## src/inc/scrp_pkg.sv

```systemverilog
`default_nettype none
package scrp_pkg;
    localparam int NREG = 6;
    localparam int CNT_W = 25;
    // register offsets
    localparam logic [7:0] OFF_FAST = 8'h00;
    localparam logic [7:0] OFF_SIDE = 8'h01;
    localparam logic [7:0] OFF_TERM = 8'h10;
    localparam logic [7:0] OFF_PULSE = 8'h11;
    localparam logic [7:0] OFF_BOOST = 8'h13;
    localparam logic [7:0] OFF_DRIVE = 8'h20;
    // reset values
    localparam logic [7:0] RST_FAST = 8'h40;
    localparam logic [7:0] RST_SIDE = 8'h40;
    localparam logic [7:0] RST_TERM = 8'h01;
    localparam logic [7:0] RST_PULSE = 8'h00;
    localparam logic [7:0] RST_BOOST = 8'h00;
    localparam logic [7:0] RST_DRIVE = 8'h03;
    localparam logic [7:0] REG_OFF [NREG] = '{OFF_FAST, OFF_SIDE, OFF_TERM,
        OFF_PULSE, OFF_BOOST, OFF_DRIVE};
    localparam logic [7:0] REG_RST [NREG] = '{RST_FAST, RST_SIDE, RST_TERM,
        RST_PULSE, RST_BOOST, RST_DRIVE};
    // register indices in the bank
    localparam int IX_FAST = 0;
    localparam int IX_SIDE = 1;
    localparam int IX_TERM = 2;
    localparam int IX_PULSE = 3;
    localparam int IX_BOOST = 4;
    localparam int IX_DRIVE = 5;
    // field positions
    localparam int BIT_EN = 6;
    localparam int BIT_SEL = 0;
    localparam int BIT_TERM_ON = 0;
    localparam int PE_LSB = 2;
    localparam int BIT_OUT_TERM = 1;
    localparam int BIT_OCL = 0;
    // fixed upper slave address bits
    localparam logic [5:0] ADDR_HI = 6'h24;
    // timing
    localparam int CLK_PERIOD_NS = 4;
    localparam int PULSE_MS = 100;
    localparam int PULSE_CYC = PULSE_MS * 1000000 / CLK_PERIOD_NS;
    localparam int UPD_NS = 20000;
    localparam int UPD_CYC = UPD_NS / CLK_PERIOD_NS;
    typedef enum logic [3:0] {
        ST_IDLE = 4'h0,
        ST_ADDR = 4'h1,
        ST_AACK = 4'h2,
        ST_PTR = 4'h3,
        ST_PACK = 4'h4,
        ST_WDATA = 4'h5,
        ST_DACK = 4'h6,
        ST_RDATA = 4'h7,
        ST_RACK = 4'h8
    } scrp_state_type;
endpackage
`default_nettype wire

```

## src/core/scrp_top.sv

```systemverilog
// Operation
// - reset pin low restores every register to its default
// - reset selects source A and starts that register's delay window
// - answer address 100100 plus the strapped address-select bit
// - pointer byte follows address, msb first, and is acknowledged
// - one data byte is stored into the pointed register and acked
// - device shifts out the pointed register msb first
// - pointer survives a repeated start for re-reading
// - an applied write starts its delay window at the last data bit fall
// - writes accepted during window, hardware holds until expiry
// - window not restarted by writes; last value wins at expiry
// - write after window updates hardware at once, opens new window
// - fast path enable bit 6 of 0x00: standby or on
// - fast source select bit 0 of 0x00: source A or B
// - side path enable bit 6 of 0x01: open or closed
// - side source select bit 0 of 0x01: source A or B
// - all registers readable and writable over the two-wire port
// - input termination bit off disconnects all input terminations
// - pulse bit drops that channel's termination 100 ms on switch
// - boost bit selects 6 dB or 12 dB per input channel
// - two-bit output boost selects 0, 2, 4 or 6 dB
`timescale 1ns/10ps
`default_nettype none
module scrp_top #(
    parameter int unsigned PULSE_CYC = scrp_pkg::PULSE_CYC,
    parameter int unsigned UPD_CYC = scrp_pkg::UPD_CYC
) (
    input wire logic clk_sys,
    input wire logic srst,
    input wire logic reset_n,
    input wire logic addr_sel,
    input wire logic scl_i,
    input wire logic sda_i,
    output logic sda_o,
    output logic sda_oe,
    output logic fast_path_enable,
    output logic fast_source_select,
    output logic side_path_enable,
    output logic side_source_select,
    output logic [3:0] term_a_on,
    output logic [3:0] term_b_on,
    output logic [3:0] boost_a_high,
    output logic [3:0] boost_b_high,
    output logic [1:0] output_boost_level,
    output logic output_term_on,
    output logic output_current_level
);
    localparam int W = scrp_pkg::CNT_W;

    // pin synchronisers; the third scl/sda stage feeds edge detection
    logic rstn_s1_reg, rstn_s2_reg, adr_s1_reg, adr_s2_reg;
    logic scl_s1_reg, scl_s2_reg, scl_s3_reg;
    logic sda_s1_reg, sda_s2_reg, sda_s3_reg;
    always_ff @(posedge clk_sys) begin
        if (srst) begin
            rstn_s1_reg <= 1'b1;
            rstn_s2_reg <= 1'b1;
            adr_s1_reg <= 1'b0;
            adr_s2_reg <= 1'b0;
            scl_s1_reg <= 1'b1;
            scl_s2_reg <= 1'b1;
            scl_s3_reg <= 1'b1;
            sda_s1_reg <= 1'b1;
            sda_s2_reg <= 1'b1;
            sda_s3_reg <= 1'b1;
        end else begin
            rstn_s1_reg <= reset_n;
            rstn_s2_reg <= rstn_s1_reg;
            adr_s1_reg <= addr_sel;
            adr_s2_reg <= adr_s1_reg;
            scl_s1_reg <= scl_i;
            scl_s2_reg <= scl_s1_reg;
            scl_s3_reg <= scl_s2_reg;
            sda_s1_reg <= sda_i;
            sda_s2_reg <= sda_s1_reg;
            sda_s3_reg <= sda_s2_reg;
        end
    end

    // bus conditions; start and stop only while scl stays high
    logic rst_all, scl_rise, scl_fall, bus_start, bus_stop;
    assign rst_all = srst | ~rstn_s2_reg;
    assign scl_rise = scl_s2_reg & ~scl_s3_reg;
    assign scl_fall = ~scl_s2_reg & scl_s3_reg;
    assign bus_start = scl_s2_reg & scl_s3_reg & sda_s3_reg & ~sda_s2_reg;
    assign bus_stop = scl_s2_reg & scl_s3_reg & ~sda_s3_reg & sda_s2_reg;

    scrp_pkg::scrp_state_type st_reg, st_next;
    logic [7:0] sh_reg, sh_next, ptr_reg, ptr_next, rd_data;
    logic [3:0] bcnt_reg, bcnt_next;
    logic rw_reg, rw_next, oe_reg, oe_next, wr_stb;
    logic [7:0] cfg_reg [scrp_pkg::NREG];
    logic [7:0] cfg_next [scrp_pkg::NREG];
    logic [7:0] app_reg [scrp_pkg::NREG];
    logic [7:0] app_next [scrp_pkg::NREG];
    logic [W-1:0] cnt_reg [scrp_pkg::NREG];
    logic [W-1:0] cnt_next [scrp_pkg::NREG];
    logic [scrp_pkg::NREG-1:0] hit;
    logic [W-1:0] pulse_reg, pulse_next;
    logic [7:0] term_reg, term_next;

    // read mux; unmapped pointers read as zero
    always_comb begin
        rd_data = 8'h00;
        for (int i = 0; i < scrp_pkg::NREG; i++) begin
            if (ptr_reg == scrp_pkg::REG_OFF[i]) begin
                rd_data = cfg_reg[i];
            end
        end
    end

    // serial protocol engine
    always_comb begin
        st_next = st_reg;
        sh_next = sh_reg;
        bcnt_next = bcnt_reg;
        ptr_next = ptr_reg;
        rw_next = rw_reg;
        oe_next = oe_reg;
        wr_stb = 1'b0;
        if (bus_start) begin
            // pointer left alone so a restart can re-read it
            st_next = scrp_pkg::ST_ADDR;
            bcnt_next = 4'h0;
            oe_next = 1'b0;
        end else if (bus_stop) begin
            st_next = scrp_pkg::ST_IDLE;
            oe_next = 1'b0;
        end else begin
            case (st_reg)
                scrp_pkg::ST_ADDR, scrp_pkg::ST_PTR,
                scrp_pkg::ST_WDATA: begin
                    if (scl_rise) begin
                        sh_next = {sh_reg[6:0], sda_s2_reg};
                        bcnt_next = bcnt_reg + 4'h1;
                    end else if (scl_fall && bcnt_reg == 4'h8) begin
                        bcnt_next = 4'h0;
                        case (st_reg)
                            scrp_pkg::ST_ADDR: begin
                                if (sh_reg[7:1] ==
                                    {scrp_pkg::ADDR_HI, adr_s2_reg}) begin
                                    oe_next = 1'b1;
                                    rw_next = sh_reg[0];
                                    st_next = scrp_pkg::ST_AACK;
                                end else begin
                                    // stay off the bus until next start
                                    st_next = scrp_pkg::ST_IDLE;
                                end
                            end
                            scrp_pkg::ST_PTR: begin
                                ptr_next = sh_reg;
                                oe_next = 1'b1;
                                st_next = scrp_pkg::ST_PACK;
                            end
                            default: begin
                                wr_stb = 1'b1;
                                oe_next = 1'b1;
                                st_next = scrp_pkg::ST_DACK;
                            end
                        endcase
                    end
                end
                scrp_pkg::ST_AACK: begin
                    if (scl_fall) begin
                        if (rw_reg) begin
                            sh_next = rd_data;
                            oe_next = ~rd_data[7];
                            st_next = scrp_pkg::ST_RDATA;
                        end else begin
                            oe_next = 1'b0;
                            st_next = scrp_pkg::ST_PTR;
                        end
                    end
                end
                scrp_pkg::ST_PACK, scrp_pkg::ST_DACK: begin
                    // extra bytes rewrite the same pointed register
                    if (scl_fall) begin
                        oe_next = 1'b0;
                        st_next = scrp_pkg::ST_WDATA;
                    end
                end
                scrp_pkg::ST_RDATA: begin
                    if (scl_rise) begin
                        bcnt_next = bcnt_reg + 4'h1;
                    end else if (scl_fall) begin
                        if (bcnt_reg == 4'h8) begin
                            bcnt_next = 4'h0;
                            oe_next = 1'b0;
                            st_next = scrp_pkg::ST_RACK;
                        end else begin
                            sh_next = {sh_reg[6:0], 1'b0};
                            oe_next = ~sh_reg[6];
                        end
                    end
                end
                scrp_pkg::ST_RACK: begin
                    // one byte per read: the line is left free after the
                    // master's acknowledge, so its stop or restart can follow
                    if (scl_fall) begin
                        st_next = scrp_pkg::ST_IDLE;
                    end
                end
                default: st_next = scrp_pkg::ST_IDLE;
            endcase
        end
        if (rst_all) begin
            st_next = scrp_pkg::ST_IDLE;
            sh_next = 8'h00;
            bcnt_next = 4'h0;
            ptr_next = 8'h00;
            rw_next = 1'b0;
            oe_next = 1'b0;
        end
    end

    always_ff @(posedge clk_sys) begin
        st_reg <= st_next;
        sh_reg <= sh_next;
        bcnt_reg <= bcnt_next;
        ptr_reg <= ptr_next;
        rw_reg <= rw_next;
        oe_reg <= oe_next;
    end

    // written copy, applied copy and delay window per register;
    // the window is not restarted so a write storm cannot stall it
    always_comb begin
        for (int i = 0; i < scrp_pkg::NREG; i++) begin
            hit[i] = wr_stb && (ptr_reg == scrp_pkg::REG_OFF[i]);
            cfg_next[i] = hit[i] ? sh_reg : cfg_reg[i];
            app_next[i] = app_reg[i];
            cnt_next[i] = cnt_reg[i];
            if (cnt_reg[i] == '0) begin
                if (hit[i]) begin
                    app_next[i] = sh_reg;
                    cnt_next[i] = W'(UPD_CYC);
                end
            end else begin
                cnt_next[i] = cnt_reg[i] - W'(1);
                if (cnt_reg[i] == W'(1)) begin
                    app_next[i] = cfg_next[i];
                end
            end
            if (rst_all) begin
                cfg_next[i] = scrp_pkg::REG_RST[i];
                app_next[i] = scrp_pkg::REG_RST[i];
                cnt_next[i] = (i == scrp_pkg::IX_FAST) ? W'(UPD_CYC) : '0;
            end
        end
    end

    // termination pulse on a fast source change, plus channel mapping;
    // pulse bits 4..7 map to B3..B0, stored here as B0..B3
    always_comb begin
        pulse_next = (pulse_reg != '0) ? pulse_reg - W'(1) : '0;
        if (app_next[scrp_pkg::IX_FAST][scrp_pkg::BIT_SEL] !=
            app_reg[scrp_pkg::IX_FAST][scrp_pkg::BIT_SEL]) begin
            pulse_next = W'(PULSE_CYC);
        end
        for (int k = 0; k < 8; k++) begin
            term_next[k] = app_reg[scrp_pkg::IX_TERM][scrp_pkg::BIT_TERM_ON]
                & ~((pulse_reg != '0) &
                app_reg[scrp_pkg::IX_PULSE][(k < 4) ? k : 11 - k]);
        end
        if (rst_all) begin
            pulse_next = '0;
        end
    end

    always_ff @(posedge clk_sys) begin
        cfg_reg <= cfg_next;
        app_reg <= app_next;
        cnt_reg <= cnt_next;
        pulse_reg <= pulse_next;
        term_reg <= term_next;
    end

    // outputs other than sda_o, which is tied low, are bits of the applied copy or of flops above
    assign sda_o = 1'b0;
    assign sda_oe = oe_reg;
    assign fast_path_enable = app_reg[0][scrp_pkg::BIT_EN];
    assign fast_source_select = app_reg[0][scrp_pkg::BIT_SEL];
    assign side_path_enable = app_reg[1][scrp_pkg::BIT_EN];
    assign side_source_select = app_reg[1][scrp_pkg::BIT_SEL];
    assign term_a_on = term_reg[3:0];
    assign term_b_on = term_reg[7:4];
    assign boost_a_high = app_reg[scrp_pkg::IX_BOOST][3:0];
    assign boost_b_high = {app_reg[scrp_pkg::IX_BOOST][4],
        app_reg[scrp_pkg::IX_BOOST][5], app_reg[scrp_pkg::IX_BOOST][6],
        app_reg[scrp_pkg::IX_BOOST][7]};
    assign output_boost_level =
        app_reg[scrp_pkg::IX_DRIVE][scrp_pkg::PE_LSB +: 2];
    assign output_term_on = app_reg[scrp_pkg::IX_DRIVE][scrp_pkg::BIT_OUT_TERM];
    assign output_current_level = app_reg[scrp_pkg::IX_DRIVE][scrp_pkg::BIT_OCL];
endmodule
`default_nettype wire

```

## config.mk

```make
export PLATFORM = sky130hd
export DESIGN_NAME = scrp_top
export DESIGN_NICKNAME = d
export VERILOG_FILES = /design/src/inc/scrp_pkg.sv /design/src/core/scrp_top.sv
export SDC_FILE = /design/constraint.sdc
export NUM_CORES = 1
export LEC_CHECK = 0
export BUFFER_PORTS_ARGS = -buffer_cell sky130_fd_sc_hd__buf_2
export CAP_MARGIN = 20
export CORE_MARGIN = 4
export CORE_UTILIZATION = 57
export CTS_BUF_LIST = sky130_fd_sc_hd__clkbuf_16
export CTS_CLUSTER_SIZE = 28
export DETAILED_ROUTE_END_ITERATION = 7
export PLACE_DENSITY = 0.76
export SETUP_SLACK_MARGIN = 0.02
export SLEW_MARGIN = 20
export SYNTH_ARGS = -nofsm -noshare
export SYNTH_HDL_FRONTEND = slang
export SYNTH_SLANG_ARGS = --single-unit
export TNS_END_PERCENT = 20
```

## constraint.sdc

```tcl
create_clock -name clk_sys -period 2.85 [get_ports clk_sys]
set_input_delay 0.1425 -clock clk_sys [delete_from_list [all_inputs] [get_ports clk_sys]]
set_output_delay 0.1425 -clock clk_sys [all_outputs]
set_load 0.02 [all_outputs]
```

==> results of run 1 <==
-- through the flow --
stage / power [W] / setup slack [ns]
floorplan: 0.004360 / 0.1187
global placement: 0.004417 / 0.1420
detailed placement: 0.004421 / 0.1072
CTS: 0.008206 / 0.09415
global route: 0.008388 / 0.03238
finish: 0.008137 / 0.1846
-- cells by family after synthesis --
group	share of synthesized area, %
simple gates	27.73
xor+xnor	6.828
flops	41.81
buf+inv	3.982
other cells	0.02682
compound gates	13.57
mux	4.447
fa+ha+maj	1.611
-- critical path, delay by kind of cell (launching register included) --
kind | cells | cell delay, ns
buffers and inverters | 1 | 0.20
AND/OR/NAND/NOR | 3 | 1.21
AO/OA/AOI/OAI | 3 | 0.68
flip-flops | 1 | 0.50
-- power by group through the flow --
stage	clock (W)	combinational [W]	sequential (W)
finish	0.00379	0.000224	0.00412
global route	0.00402	0.000245	0.00412
CTS	0.00387	0.000219	0.00412
detailed placement	0	0.000211	0.00421
global placement	0	0.000208	0.00421
floorplan	0	0.000155	0.00421
-- cell usage in the layout, fill, tap and decap left out, types with 11 or more instances in the layout --
cell type                   netlist  final
sky130_fd_sc_hd__a211oi_1        22     22
sky130_fd_sc_hd__a21oi_1        104    104
sky130_fd_sc_hd__a31oi_1         13     13
sky130_fd_sc_hd__and2_1          14     14
sky130_fd_sc_hd__buf_2           10     30
sky130_fd_sc_hd__buf_4           11     57
sky130_fd_sc_hd__clkbuf_16        0     31
sky130_fd_sc_hd__clkinv_1         1     12
sky130_fd_sc_hd__dfxtp_1        292    292
sky130_fd_sc_hd__ha_1            18     17
sky130_fd_sc_hd__inv_1           33     37
sky130_fd_sc_hd__mux2i_1         55     55
sky130_fd_sc_hd__nand2_1        166    166
sky130_fd_sc_hd__nand2b_1        17     16
sky130_fd_sc_hd__nand3_1         65     65
sky130_fd_sc_hd__nand4_1         12     12
sky130_fd_sc_hd__nor2_1         234    233
sky130_fd_sc_hd__nor2b_1         12     11
sky130_fd_sc_hd__nor3_1          77     77
sky130_fd_sc_hd__nor4_1          37     37
sky130_fd_sc_hd__o211ai_1        11     11
sky130_fd_sc_hd__o21ai_0         62     62
sky130_fd_sc_hd__o31ai_1         12     12
sky130_fd_sc_hd__or2_2           18     18
sky130_fd_sc_hd__or3_1           27     26
sky130_fd_sc_hd__or4_1           25     24
sky130_fd_sc_hd__xnor2_1         57     57
sky130_fd_sc_hd__xor2_1          52     52
-- worst paths after layout --
kind,endpoint,cells past startpoint,slack (ns)
min,rstn_s1_reg$_SDFF_PP1_,3,0.32
max reg2reg,boost_b_high[3]$_SDFFE_PP0P_,7,0.18
max,boost_b_high[3]$_SDFFE_PP0P_,7,0.18
min reg2reg,scl_s2_reg$_SDFF_PP1_,1,0.42
-- routing by layer --
| layer | global-route usage (%) | routed length (µm) |
|---|---|---|
| met1 | 31.06 | 14090 |
| met2 | 38.87 | 15160 |
| met3 | 2.945 | 1722 |
| met4 | 7.637 | 1066 |
| met5 | 0 | 0 |
-- layout make-up --
class,count,area share [%]
multi-input combinational,1263,48.77
inverter,34,0.8161
timing repair buffer,95,4.336
tap,324,2.592
sequential,292,37.38
clock inverter,24,1.144
clock buffer,31,4.960
-- what timing repair did --
item,CTS,global route
hold buffers,6,0
hold endpoints to repair,5,0
gates resized for setup,0,7
setup endpoints to repair,0,29
==> impl_metrics.tcl, run 1 <==
set metrics [dict create \
    post-place-cells 2002 \
    power_density_normalized_to_cell_area_mw_per_mm2 520.3 \
    synth_most_common_cell "sky130_fd_sc_hd__dfxtp_1" \
    synth.cell_area_mm2 0.01398 \
    die_extent_in_x_um 164.6 \
    p_switching_w 0.001745 \
    initial_core_util_pct 57.66 \
    cts-buffers-inserted 31 \
    synth_area_per_cell_um2 8.308 \
    failed_checks "design-rule violations" \
    setup.worst_path.class "register to register" \
    placementRows 57 \
    cell_int_power_w 0.006392 \
    multi_input_comb_area_mm2 0.007627 \
    placement.cell_area_mm2 0.01459 \
    report.final.setup_viol 0 \
    clk_latency_ns 0.55 \
    critical_path_end_type "register" \
    drtPass1Iterations 7 \
    synthCells 1683 \
    worst_setup_path_start_kind "register" \
    switching_share_pct 21.45 \
    slowest_stage_delay_cp_ns 0.70 \
    worst_ep_required_time_ns 3.33 \
    cells_taking_the_most_area_after_synthesis "sky130_fd_sc_hd__dfxtp_1 (42%), sky130_fd_sc_hd__nor2_1 (6.3%), sky130_fd_sc_hd__nand2_1 (4.5%), sky130_fd_sc_hd__mux2i_1 (3.9%), sky130_fd_sc_hd__a21oi_1 (3.7%)" \
    vias_per_cell 5.881 \
    worstSetupStartpoint "ptr_reg[4]$_SDFFE_PP0P_" \
    ys.flop_type "sky130_fd_sc_hd__dfxtp_1" \
    place.detailed.hpwl_um 21650 \
    rr_startpoint "ptr_reg[4]$_SDFFE_PP0P_" \
    cts_tree "done" \
    num-fill-cells 2030 \
    final_max_slew_viol_count 0 \
    worst_ir_drop_vdd_v 0.0004735 \
    final_area_mm2 0.01564 \
    worstHoldPathType "input pin to register" \
    clk_path_buf_depth 3 \
    design.die.area_mm2 0.02710 \
    largest_reg_flops 150 \
    final_min_period_over_clock_period_pct 93.52 \
    drt.antenna.violating_nets 0 \
    number_of_h_tree_levels 1 \
    rsz0062_at_grt "no" \
    worst_path_fanout_max 16 \
    finish.utilization_pct 64.49 \
    all_layer_global_routing_usage_pct 23.17 \
    synth_enable_flop_cells 0 \
    wire_length_of_the_first_global_routing_pass_um 53170 \
    first_global_vias 11150 \
    syn_nets 1707 \
    gp_routability_congestion 0.9045 \
    setup_total_negative_slack_ns 0 \
    clkPwrFrac_pct 46.6 \
    crit_chain "or4b_2 > nor3_1 > buf_4 > nand4_1 > a21oi_4 > o21ai_0 > a21oi_1" \
    post_drt_wl_per_cell_um 15.53 \
    io_pins 32 \
    post-route-min-period_ns 2.665 \
    share_comb_of_total_power_pct 2.7 \
    post_synthesis_sequential_element_count 292 \
    hold_slack_ns 0.3184 \
    cellLeakagePower_nw 6.192 \
    antenna_cells_inserted 0 \
    floorplan.die.height_um 164.6 \
    ys_types 82 \
    grt_max_degree 164 \
    final_hold_viol_count 0 \
    finalClockSkew_ns 0.008722 \
    detailed_router_s_first_iteration_violation_count 835 \
    synth_warnings 0 \
    overflow 0 \
    cts_setup_buffers 0 \
    worst_pin_slew_ns 0.7557 \
    sequential_cell_area_mm2 0.005846 \
    synth_area_leader_cell "sky130_fd_sc_hd__dfxtp_1" \
    fin_nets 1741 \
    yosysTopAreaCellShare_pct 41.81 \
    cp_data_arrival_time_ns 3.15 \
    async_reset_ff_share_pct 0 \
    drt_drc_violations_left 1 \
    core_region_area_mm2 0.02425 \
    hold_path_startpoint "reset_n" \
    cts.reportedPaths.clkPinSlew_ns 0.06 \
    synth.cells.most_frequent "sky130_fd_sc_hd__dfxtp_1 (292), sky130_fd_sc_hd__nor2_1 (234), sky130_fd_sc_hd__nand2_1 (166), sky130_fd_sc_hd__a21oi_1 (104), sky130_fd_sc_hd__nor3_1 (77)" \
    cts_root_buffer "sky130_fd_sc_hd__clkbuf_16" \
    crit_slowest_cell "sky130_fd_sc_hd__or4b_2" \
    maxCapViolCount 0 \
    pwr-share-seq_pct 50.6 \
    port_buffers 30 \
    vias 12130 \
    run_status "complete, but fails checks" \
    initial_antenna_violation_count 0 \
    clkSinkCount 292 \
    clock.fmax_mhz 375.2 \
    finalNonFillerCells 2063 \
    synthToLayoutAreaGrowth_pct 11.85 \
    final_routed_wirelength_um 32040 \
    post_route_cells_drive_above_1_share_pct 10.81 \
    synth_sequential_area_ratio_pct 41.81 \
    max-slew-margin-rel_pct 49.62 \
]
(Power assumes the default switching activity.)
==> inputs of run 2 (changes only) <==
- PLACE_DENSITY: 0.76 -> 0.85
==> run 2 against run 1 <==
The run now ends clean. Hold slack improved by 0.11 ns. Combinational power barely moved. Register-to-register slack barely moved. Critical path depth fell by 1. Maximum frequency barely moved. Wire length rose by 5.1%. Power fell by 3.0%. Die area did not move. Core utilization fell by 0.11 points. Sequential share of layout area rose by 0.063 points. Final cell count rose by 0.39%. Critical endpoint is now cnt_reg[94]$_SDFFE_PP0P_. Highest routed layer unchanged.
==> impl_metrics.tcl, run 2 (synthesis gave the netlist of run 1 again) <==
set metrics [dict create \
    core_region_area_mm2 0.02425 \
    place.detailed.hpwl_um 22530 \
    rrSetupSlack_ns 0.18 \
    routedLengthMet1_um 14730 \
    detailed_router_s_first_iteration_violation_count 1196 \
    final_hold_viol_count 0 \
    initial_antenna_violation_count 0 \
    worst_ep_required_time_ns 3.29 \
    antenna_cells_inserted 0 \
    p_switching_w 0.001777 \
    floorplan.die.height_um 164.6 \
    max-slew-margin-rel_pct 44.81 \
    worstHoldPathType "register to register" \
    cts_tree "done" \
    final_routed_wirelength_um 33660 \
    gp_routability_congestion 0.8928 \
    post-place-cells 2006 \
    worst_pin_slew_ns 0.8249 \
    clkSinkCount 292 \
    worst_ir_drop_vdd_v 0.0004876 \
    largest_reg_flops 150 \
    overflow 0 \
    fin_nets 1749 \
    run_status "finished, final reports clean" \
    worst_r2r_endpoint "cnt_reg[94]$_SDFFE_PP0P_" \
    placement.cell_area_mm2 0.01461 \
    clk_latency_ns 0.56 \
    multi_input_comb_area_mm2 0.007601 \
    final_min_period_over_clock_period_pct 93.59 \
    clock.fmax_mhz 374.9 \
    worst_path_fanout_max 8 \
    hold_path_startpoint "scl_s1_reg$_SDFF_PP1_" \
    maxCapViolCount 0 \
    first_global_vias 11700 \
    clkPwrFrac_pct 45.0 \
    min_delay_path_depth 1 \
    num-fill-cells 1938 \
    number_of_h_tree_levels 1 \
    cts-buffers-inserted 29 \
    placementRows 57 \
    report.final.setup_viol 0 \
    drtPass1Iterations 8 \
    hold-path-endpoint "scl_s2_reg$_SDFF_PP1_" \
    vias_per_cell 5.983 \
    post_route_cells_drive_above_1_share_pct 10.93 \
    worst_setup_path_start_kind "register" \
    setup.worst_path.class "register to register" \
    cp_data_arrival_time_ns 3.11 \
    post-route-min-period_ns 2.667 \
    cell_int_power_w 0.006115 \
    cts.reportedPaths.clkPinSlew_ns 0.06 \
    power_density_normalized_to_cell_area_mw_per_mm2 505.5 \
    switching_share_pct 22.52 \
    final_area_mm2 0.01561 \
    setup_total_negative_slack_ns 0 \
    hold_slack_ns 0.4253 \
    met2RoutedLength_um 16070 \
    fin_total_pwr_w 0.007892 \
    worstRegToRegCells 6 \
    die_extent_in_x_um 164.6 \
    most-common-layout-cells "sky130_fd_sc_hd__dfxtp_1 (292), sky130_fd_sc_hd__nor2_1 (234), sky130_fd_sc_hd__nand2_1 (166)" \
    highest_layer "met4" \
    vias 12390 \
    port_buffers 30 \
    synthToLayoutAreaGrowth_pct 11.66 \
    cts_root_buffer "sky130_fd_sc_hd__clkbuf_16" \
    io_pins 32 \
    clk_path_buf_depth 3 \
    critical_path_end_type "register" \
    finalClockSkew_ns 0.03374 \
    pwr-share-seq_pct 52.2 \
    rsz0062_at_grt "no" \
    rr_startpoint "cnt_reg[94]$_SDFFE_PP0P_" \
    commonest_non_fill_non_tap_cell_in_the_layout "sky130_fd_sc_hd__dfxtp_1" \
    finalNonFillerCells 2071 \
    sequential_cell_area_mm2 0.005846 \
    initial_core_util_pct 57.66 \
    design.die.area_mm2 0.02710 \
    post_drt_wl_per_cell_um 16.25 \
    wire_length_of_the_first_global_routing_pass_um 56390 \
    wl_met3_um 1942 \
    drt.antenna.violating_nets 0 \
    grt_max_degree 88 \
    final_max_slew_viol_count 0 \
    cellLeakagePower_nw 6.221 \
    share_comb_of_total_power_pct 2.8 \
    all_layer_global_routing_usage_pct 24.49 \
    drt_drc_violations_left 0 \
]
run 2: what timing repair did:
action                                 4_1_cts  5_1_grt
hold buffers                                 9        0
setup endpoints to repair                    0       25
endpoints found under the hold margin       10        0
resized for setup                            0        2
buffers inserted                             0        3
run 2: metrics by stage:
stage	util [%]	setup WS, ns
finish	64.39	0.1826
global route	64.39	0.03450
CTS	64.22	0.09522
detailed placement	60.25	0.1075
global placement	60.25	0.1523
floorplan	-	0.1187
run 2: layout make-up:
type	instances	area share (%)
Multi-Input combinational cell	1263	48.69
Sequential cell	292	37.44
Timing Repair Buffer	105	4.873
Clock buffer	29	4.648
Tap cell	324	2.597
Clock inverter	24	0.9376
Inverter	34	0.8174
run 2: worst max path at each step:
stage / start / to / slack (ns) / cells after the start
after floorplan: cnt_reg[25]$_SDFFE_PP0P_ / cnt_reg[32]$_SDFFE_PP0P_ / 0.12 / 11
after detailed placement: cnt_reg[25]$_SDFFE_PP0P_ / cnt_reg[32]$_SDFFE_PP0P_ / 0.11 / 8
final: cnt_reg[94]$_SDFFE_PP0P_ / cnt_reg[94]$_SDFFE_PP0P_ / 0.18 / 6
after global routing: cnt_reg[125]$_SDFFE_PP0P_ / cnt_reg[134]$_SDFFE_PP1P_ / 0.03 / 8
after global placement: cnt_reg[25]$_SDFFE_PP0P_ / cnt_reg[32]$_SDFFE_PP0P_ / 0.15 / 8
after CTS: cnt_reg[25]$_SDFFE_PP0P_ / cnt_reg[32]$_SDFFE_PP0P_ / 0.1 / 8
run 2: metal layers:
layer / up-vias / global-route usage (%)
li1: 6035 / -
met1: 5892 / 32.24
met5: - / 0
met2: 378 / 41.76
met4: 0 / 6.881
met3: 86 / 3.918
run 2: worst max-delay path: stages (launching register included):
cell	delay, ns
sky130_fd_sc_hd__dfxtp_1	0.37
sky130_fd_sc_hd__or4_1	0.62
sky130_fd_sc_hd__or4_1	0.59
sky130_fd_sc_hd__o21ai_1	0.58
sky130_fd_sc_hd__nor2_1	0.15
sky130_fd_sc_hd__xnor2_1	0.19
sky130_fd_sc_hd__nor2_1	0.05
run 2: power by group through the flow:
stage          Combinational (W)  Clock [W]  Sequential, W
2_1_floorplan           0.000155          0        0.00421
3_3_place_gp            0.000205          0        0.00421
3_5_place_dp            0.000209          0        0.00421
4_1_cts                 0.000220    0.00359        0.00412
5_1_grt                 0.000245    0.00378        0.00412
6_report                0.000224    0.00355        0.00412
==> inputs of run 3 (changes only) <==
- CORE_MARGIN: 4 -> 2
- GPL_TIMING_DRIVEN: unset -> 0
==> run 3 against run 2 <==
The run now ends with negative setup slack left. Clock power grew 31%. Critical endpoint is now cnt_reg[132]$_SDFFE_PP1P_. Die area shrank 4.8%. Largest cell class unchanged. Non-clock buffer count grew 32.
==> impl_metrics.tcl, run 3 (synthesis gave the netlist of run 1 again) <==
set metrics [dict create \
    cts_tree "done" \
    vias 12850 \
    grt_max_degree 15 \
    final_routed_wirelength_um 36980 \
    maxCapViolCount 0 \
    post-route-min-period_ns 2.869 \
    cellLeakagePower_nw 6.326 \
    clock.fmax_mhz 348.5 \
    worst_pin_slew_ns 1.043 \
    p_switching_w 0.001893 \
    report.final.setup_viol 1 \
    timing.final.ws_setup_ns -0.01934 \
    port_buffers 30 \
    final_min_period_over_clock_period_pct 100.7 \
    cell_int_power_w 0.007135 \
    clkPwrFrac_pct 51.6 \
    rr_startpoint "cnt_reg[125]$_SDFFE_PP0P_" \
    worst_path_fanout_max 8 \
    drt_drc_violations_left 0 \
    cp_data_arrival_time_ns 3.28 \
    setup.worst_path.class "register to register" \
    overflow 0 \
    rrSetupSlack_ns -0.02 \
    max-slew-margin-rel_pct 29.96 \
    wire_length_of_the_first_global_routing_pass_um 59440 \
    hold_path_startpoint "srst" \
    io_pins 32 \
    final_hold_viol_count 0 \
    vias_per_cell 6.103 \
    worst_ir_drop_vdd_v 0.0004042 \
    antenna_cells_inserted 0 \
    largest_reg_flops 150 \
    critical_path_end_type "register" \
    all_layer_global_routing_usage_pct 27.61 \
    drt.antenna.violating_nets 0 \
    switching_share_pct 20.97 \
    worst_setup_path_start_kind "register" \
    clk_path_buf_depth 3 \
    design.die.area_mm2 0.02580 \
    pwr-share-seq_pct 45.6 \
    detailed_router_s_first_iteration_violation_count 1281 \
    die_extent_in_x_um 160.6 \
    core_region_area_mm2 0.02418 \
    min_delay_path_depth 3 \
    floorplan.die.height_um 160.6 \
    number_of_h_tree_levels 1 \
    fin_total_pwr_w 0.009028 \
    initial_core_util_pct 57.83 \
    cts-buffers-inserted 31 \
    worstRegToRegCells 9 \
    commonest_non_fill_non_tap_cell_in_the_layout "sky130_fd_sc_hd__dfxtp_1" \
    clkSinkCount 292 \
    failed_checks "negative setup slack" \
    first_global_vias 12070 \
    initial_antenna_violation_count 0 \
    post_route_cells_drive_above_1_share_pct 11.28 \
    detailedPlace.worstSlack_ns -0.5620 \
    share_comb_of_total_power_pct 2.8 \
    post_drt_wl_per_cell_um 17.56 \
    run_status "complete, but fails checks" \
    cts.reportedPaths.clkPinSlew_ns 0.07 \
    worst_r2r_endpoint "cnt_reg[132]$_SDFFE_PP1P_" \
    hold-path-endpoint "adr_s2_reg$_SDFF_PP0_" \
    cts_root_buffer "sky130_fd_sc_hd__clkbuf_16" \
    fin_nets 1783 \
    power_density_normalized_to_cell_area_mw_per_mm2 558.5 \
    gp_routability_congestion 0.9555 \
    finish.utilization_pct 66.86 \
    finalClockSkew_ns 0.01262 \
    synthToLayoutAreaGrowth_pct 15.62 \
    place.detailed.hpwl_um 25300 \
    drtPass1Iterations 6 \
    rsz0062_at_grt "yes" \
    worstHoldPathType "input pin to register" \
    final_max_slew_viol_count 0 \
    worst_ep_required_time_ns 3.26 \
    most-common-layout-cells "sky130_fd_sc_hd__dfxtp_1 (290), sky130_fd_sc_hd__nor2_1 (233), sky130_fd_sc_hd__nand2_1 (166)" \
    placementRows 57 \
    clk_latency_ns 0.56 \
]
run 3: cell types whose count changed in the layout (fill, tap and decap cells not counted), moves of 7 or more:
cell	before	now
sky130_fd_sc_hd__inv_1	43	33
sky130_fd_sc_hd__buf_2	30	38
sky130_fd_sc_hd__clkbuf_1	0	61
sky130_fd_sc_hd__nor4_1	37	30
sky130_fd_sc_hd__bufinv_16	1	11
sky130_fd_sc_hd__buf_4	64	21
run 3: worst max-delay path: stages (launching register included):
cell                       delay [ns]
sky130_fd_sc_hd__dfxtp_1         0.34
sky130_fd_sc_hd__inv_1           0.09
sky130_fd_sc_hd__ha_1            0.14
sky130_fd_sc_hd__clkbuf_1        0.28
sky130_fd_sc_hd__or3b_2          0.53
sky130_fd_sc_hd__or4_1           0.50
sky130_fd_sc_hd__o211ai_1        0.46
sky130_fd_sc_hd__nor2_1          0.11
sky130_fd_sc_hd__nor3_1          0.18
sky130_fd_sc_hd__o21ai_1         0.10
run 3: worst max path at each step:
stage	from	end	slack (ns)	depth (start not counted)
floorplan	cnt_reg[25]$_SDFFE_PP0P_	cnt_reg[32]$_SDFFE_PP0P_	0.12	11
global placement	scl_s2_reg$_SDFF_PP1_	cnt_reg[80]$_SDFFE_PP0P_	-0.75	8
detailed placement	st_reg[1]$_SDFFE_PP0P_	cnt_reg[77]$_SDFFE_PP0P_	-0.56	8
CTS	ptr_reg[5]$_SDFFE_PP0P_	sda_oe$_SDFFE_PP0P_	-0.09	7
global route	cnt_reg[125]$_SDFFE_PP0P_	cnt_reg[134]$_SDFFE_PP1P_	-0.09	9
finish	cnt_reg[125]$_SDFFE_PP0P_	cnt_reg[132]$_SDFFE_PP1P_	-0.02	9
run 3: layout make-up:
type	instances	area, µm²
Buffer	92	441.7
Inverter	34	127.6
Tap cell	324	405.4
Multi-Input combinational cell	1263	7881
Timing Repair Buffer	45	285.3
Clock inverter	25	400.4
Clock buffer	31	775.7
Fill cell	1838	8011
Sequential cell	292	5848
run 3: what timing repair did:
| action | 4_1_cts | 5_1_grt |
|---|---|---|
| setup buffers | 5 | 6 |
| hold buffers | 4 | 0 |
| pin swaps | 2 | 4 |
| endpoints found under the setup margin | 113 | 106 |
| resized for setup | 25 | 35 |
| endpoints found under the hold margin | 4 | 0 |
| gates cloned | 0 | 0 |
run 3: power by group through the flow:
stage	logic [W]	clock network, W	registers (W)
finish	0.000251	0.00466	0.00412
global route	0.000268	0.00483	0.00412
CTS	0.000242	0.00468	0.00412
detailed placement	0.000230	0	0.00421
global placement	0.000223	0	0.00421
floorplan	0.000155	0	0.00421
run 3: metal layers:
metal  track usage, %  share of wire [%]  vias up
met5                0                  0        -
li1                 -                  -     6110
met3            3.745                7.1      113
met1            35.56                 42     6086
met2            46.81                 47      543
met4            11.34                3.9        0
run 3: stage by stage:
stage,setup TNS (ns),instance area (µm²),hold WS (ns),cells
after global routing,-0.7149,16170,0.1723,2106
final,-0.01934,16170,0.07776,2106
after floorplan,0,13980,0.2463,1683
after CTS,-0.09352,15950,0.04753,2102
after global placement,-34.83,14540,0.3271,2037
after detailed placement,-21.14,14550,0.3335,2037
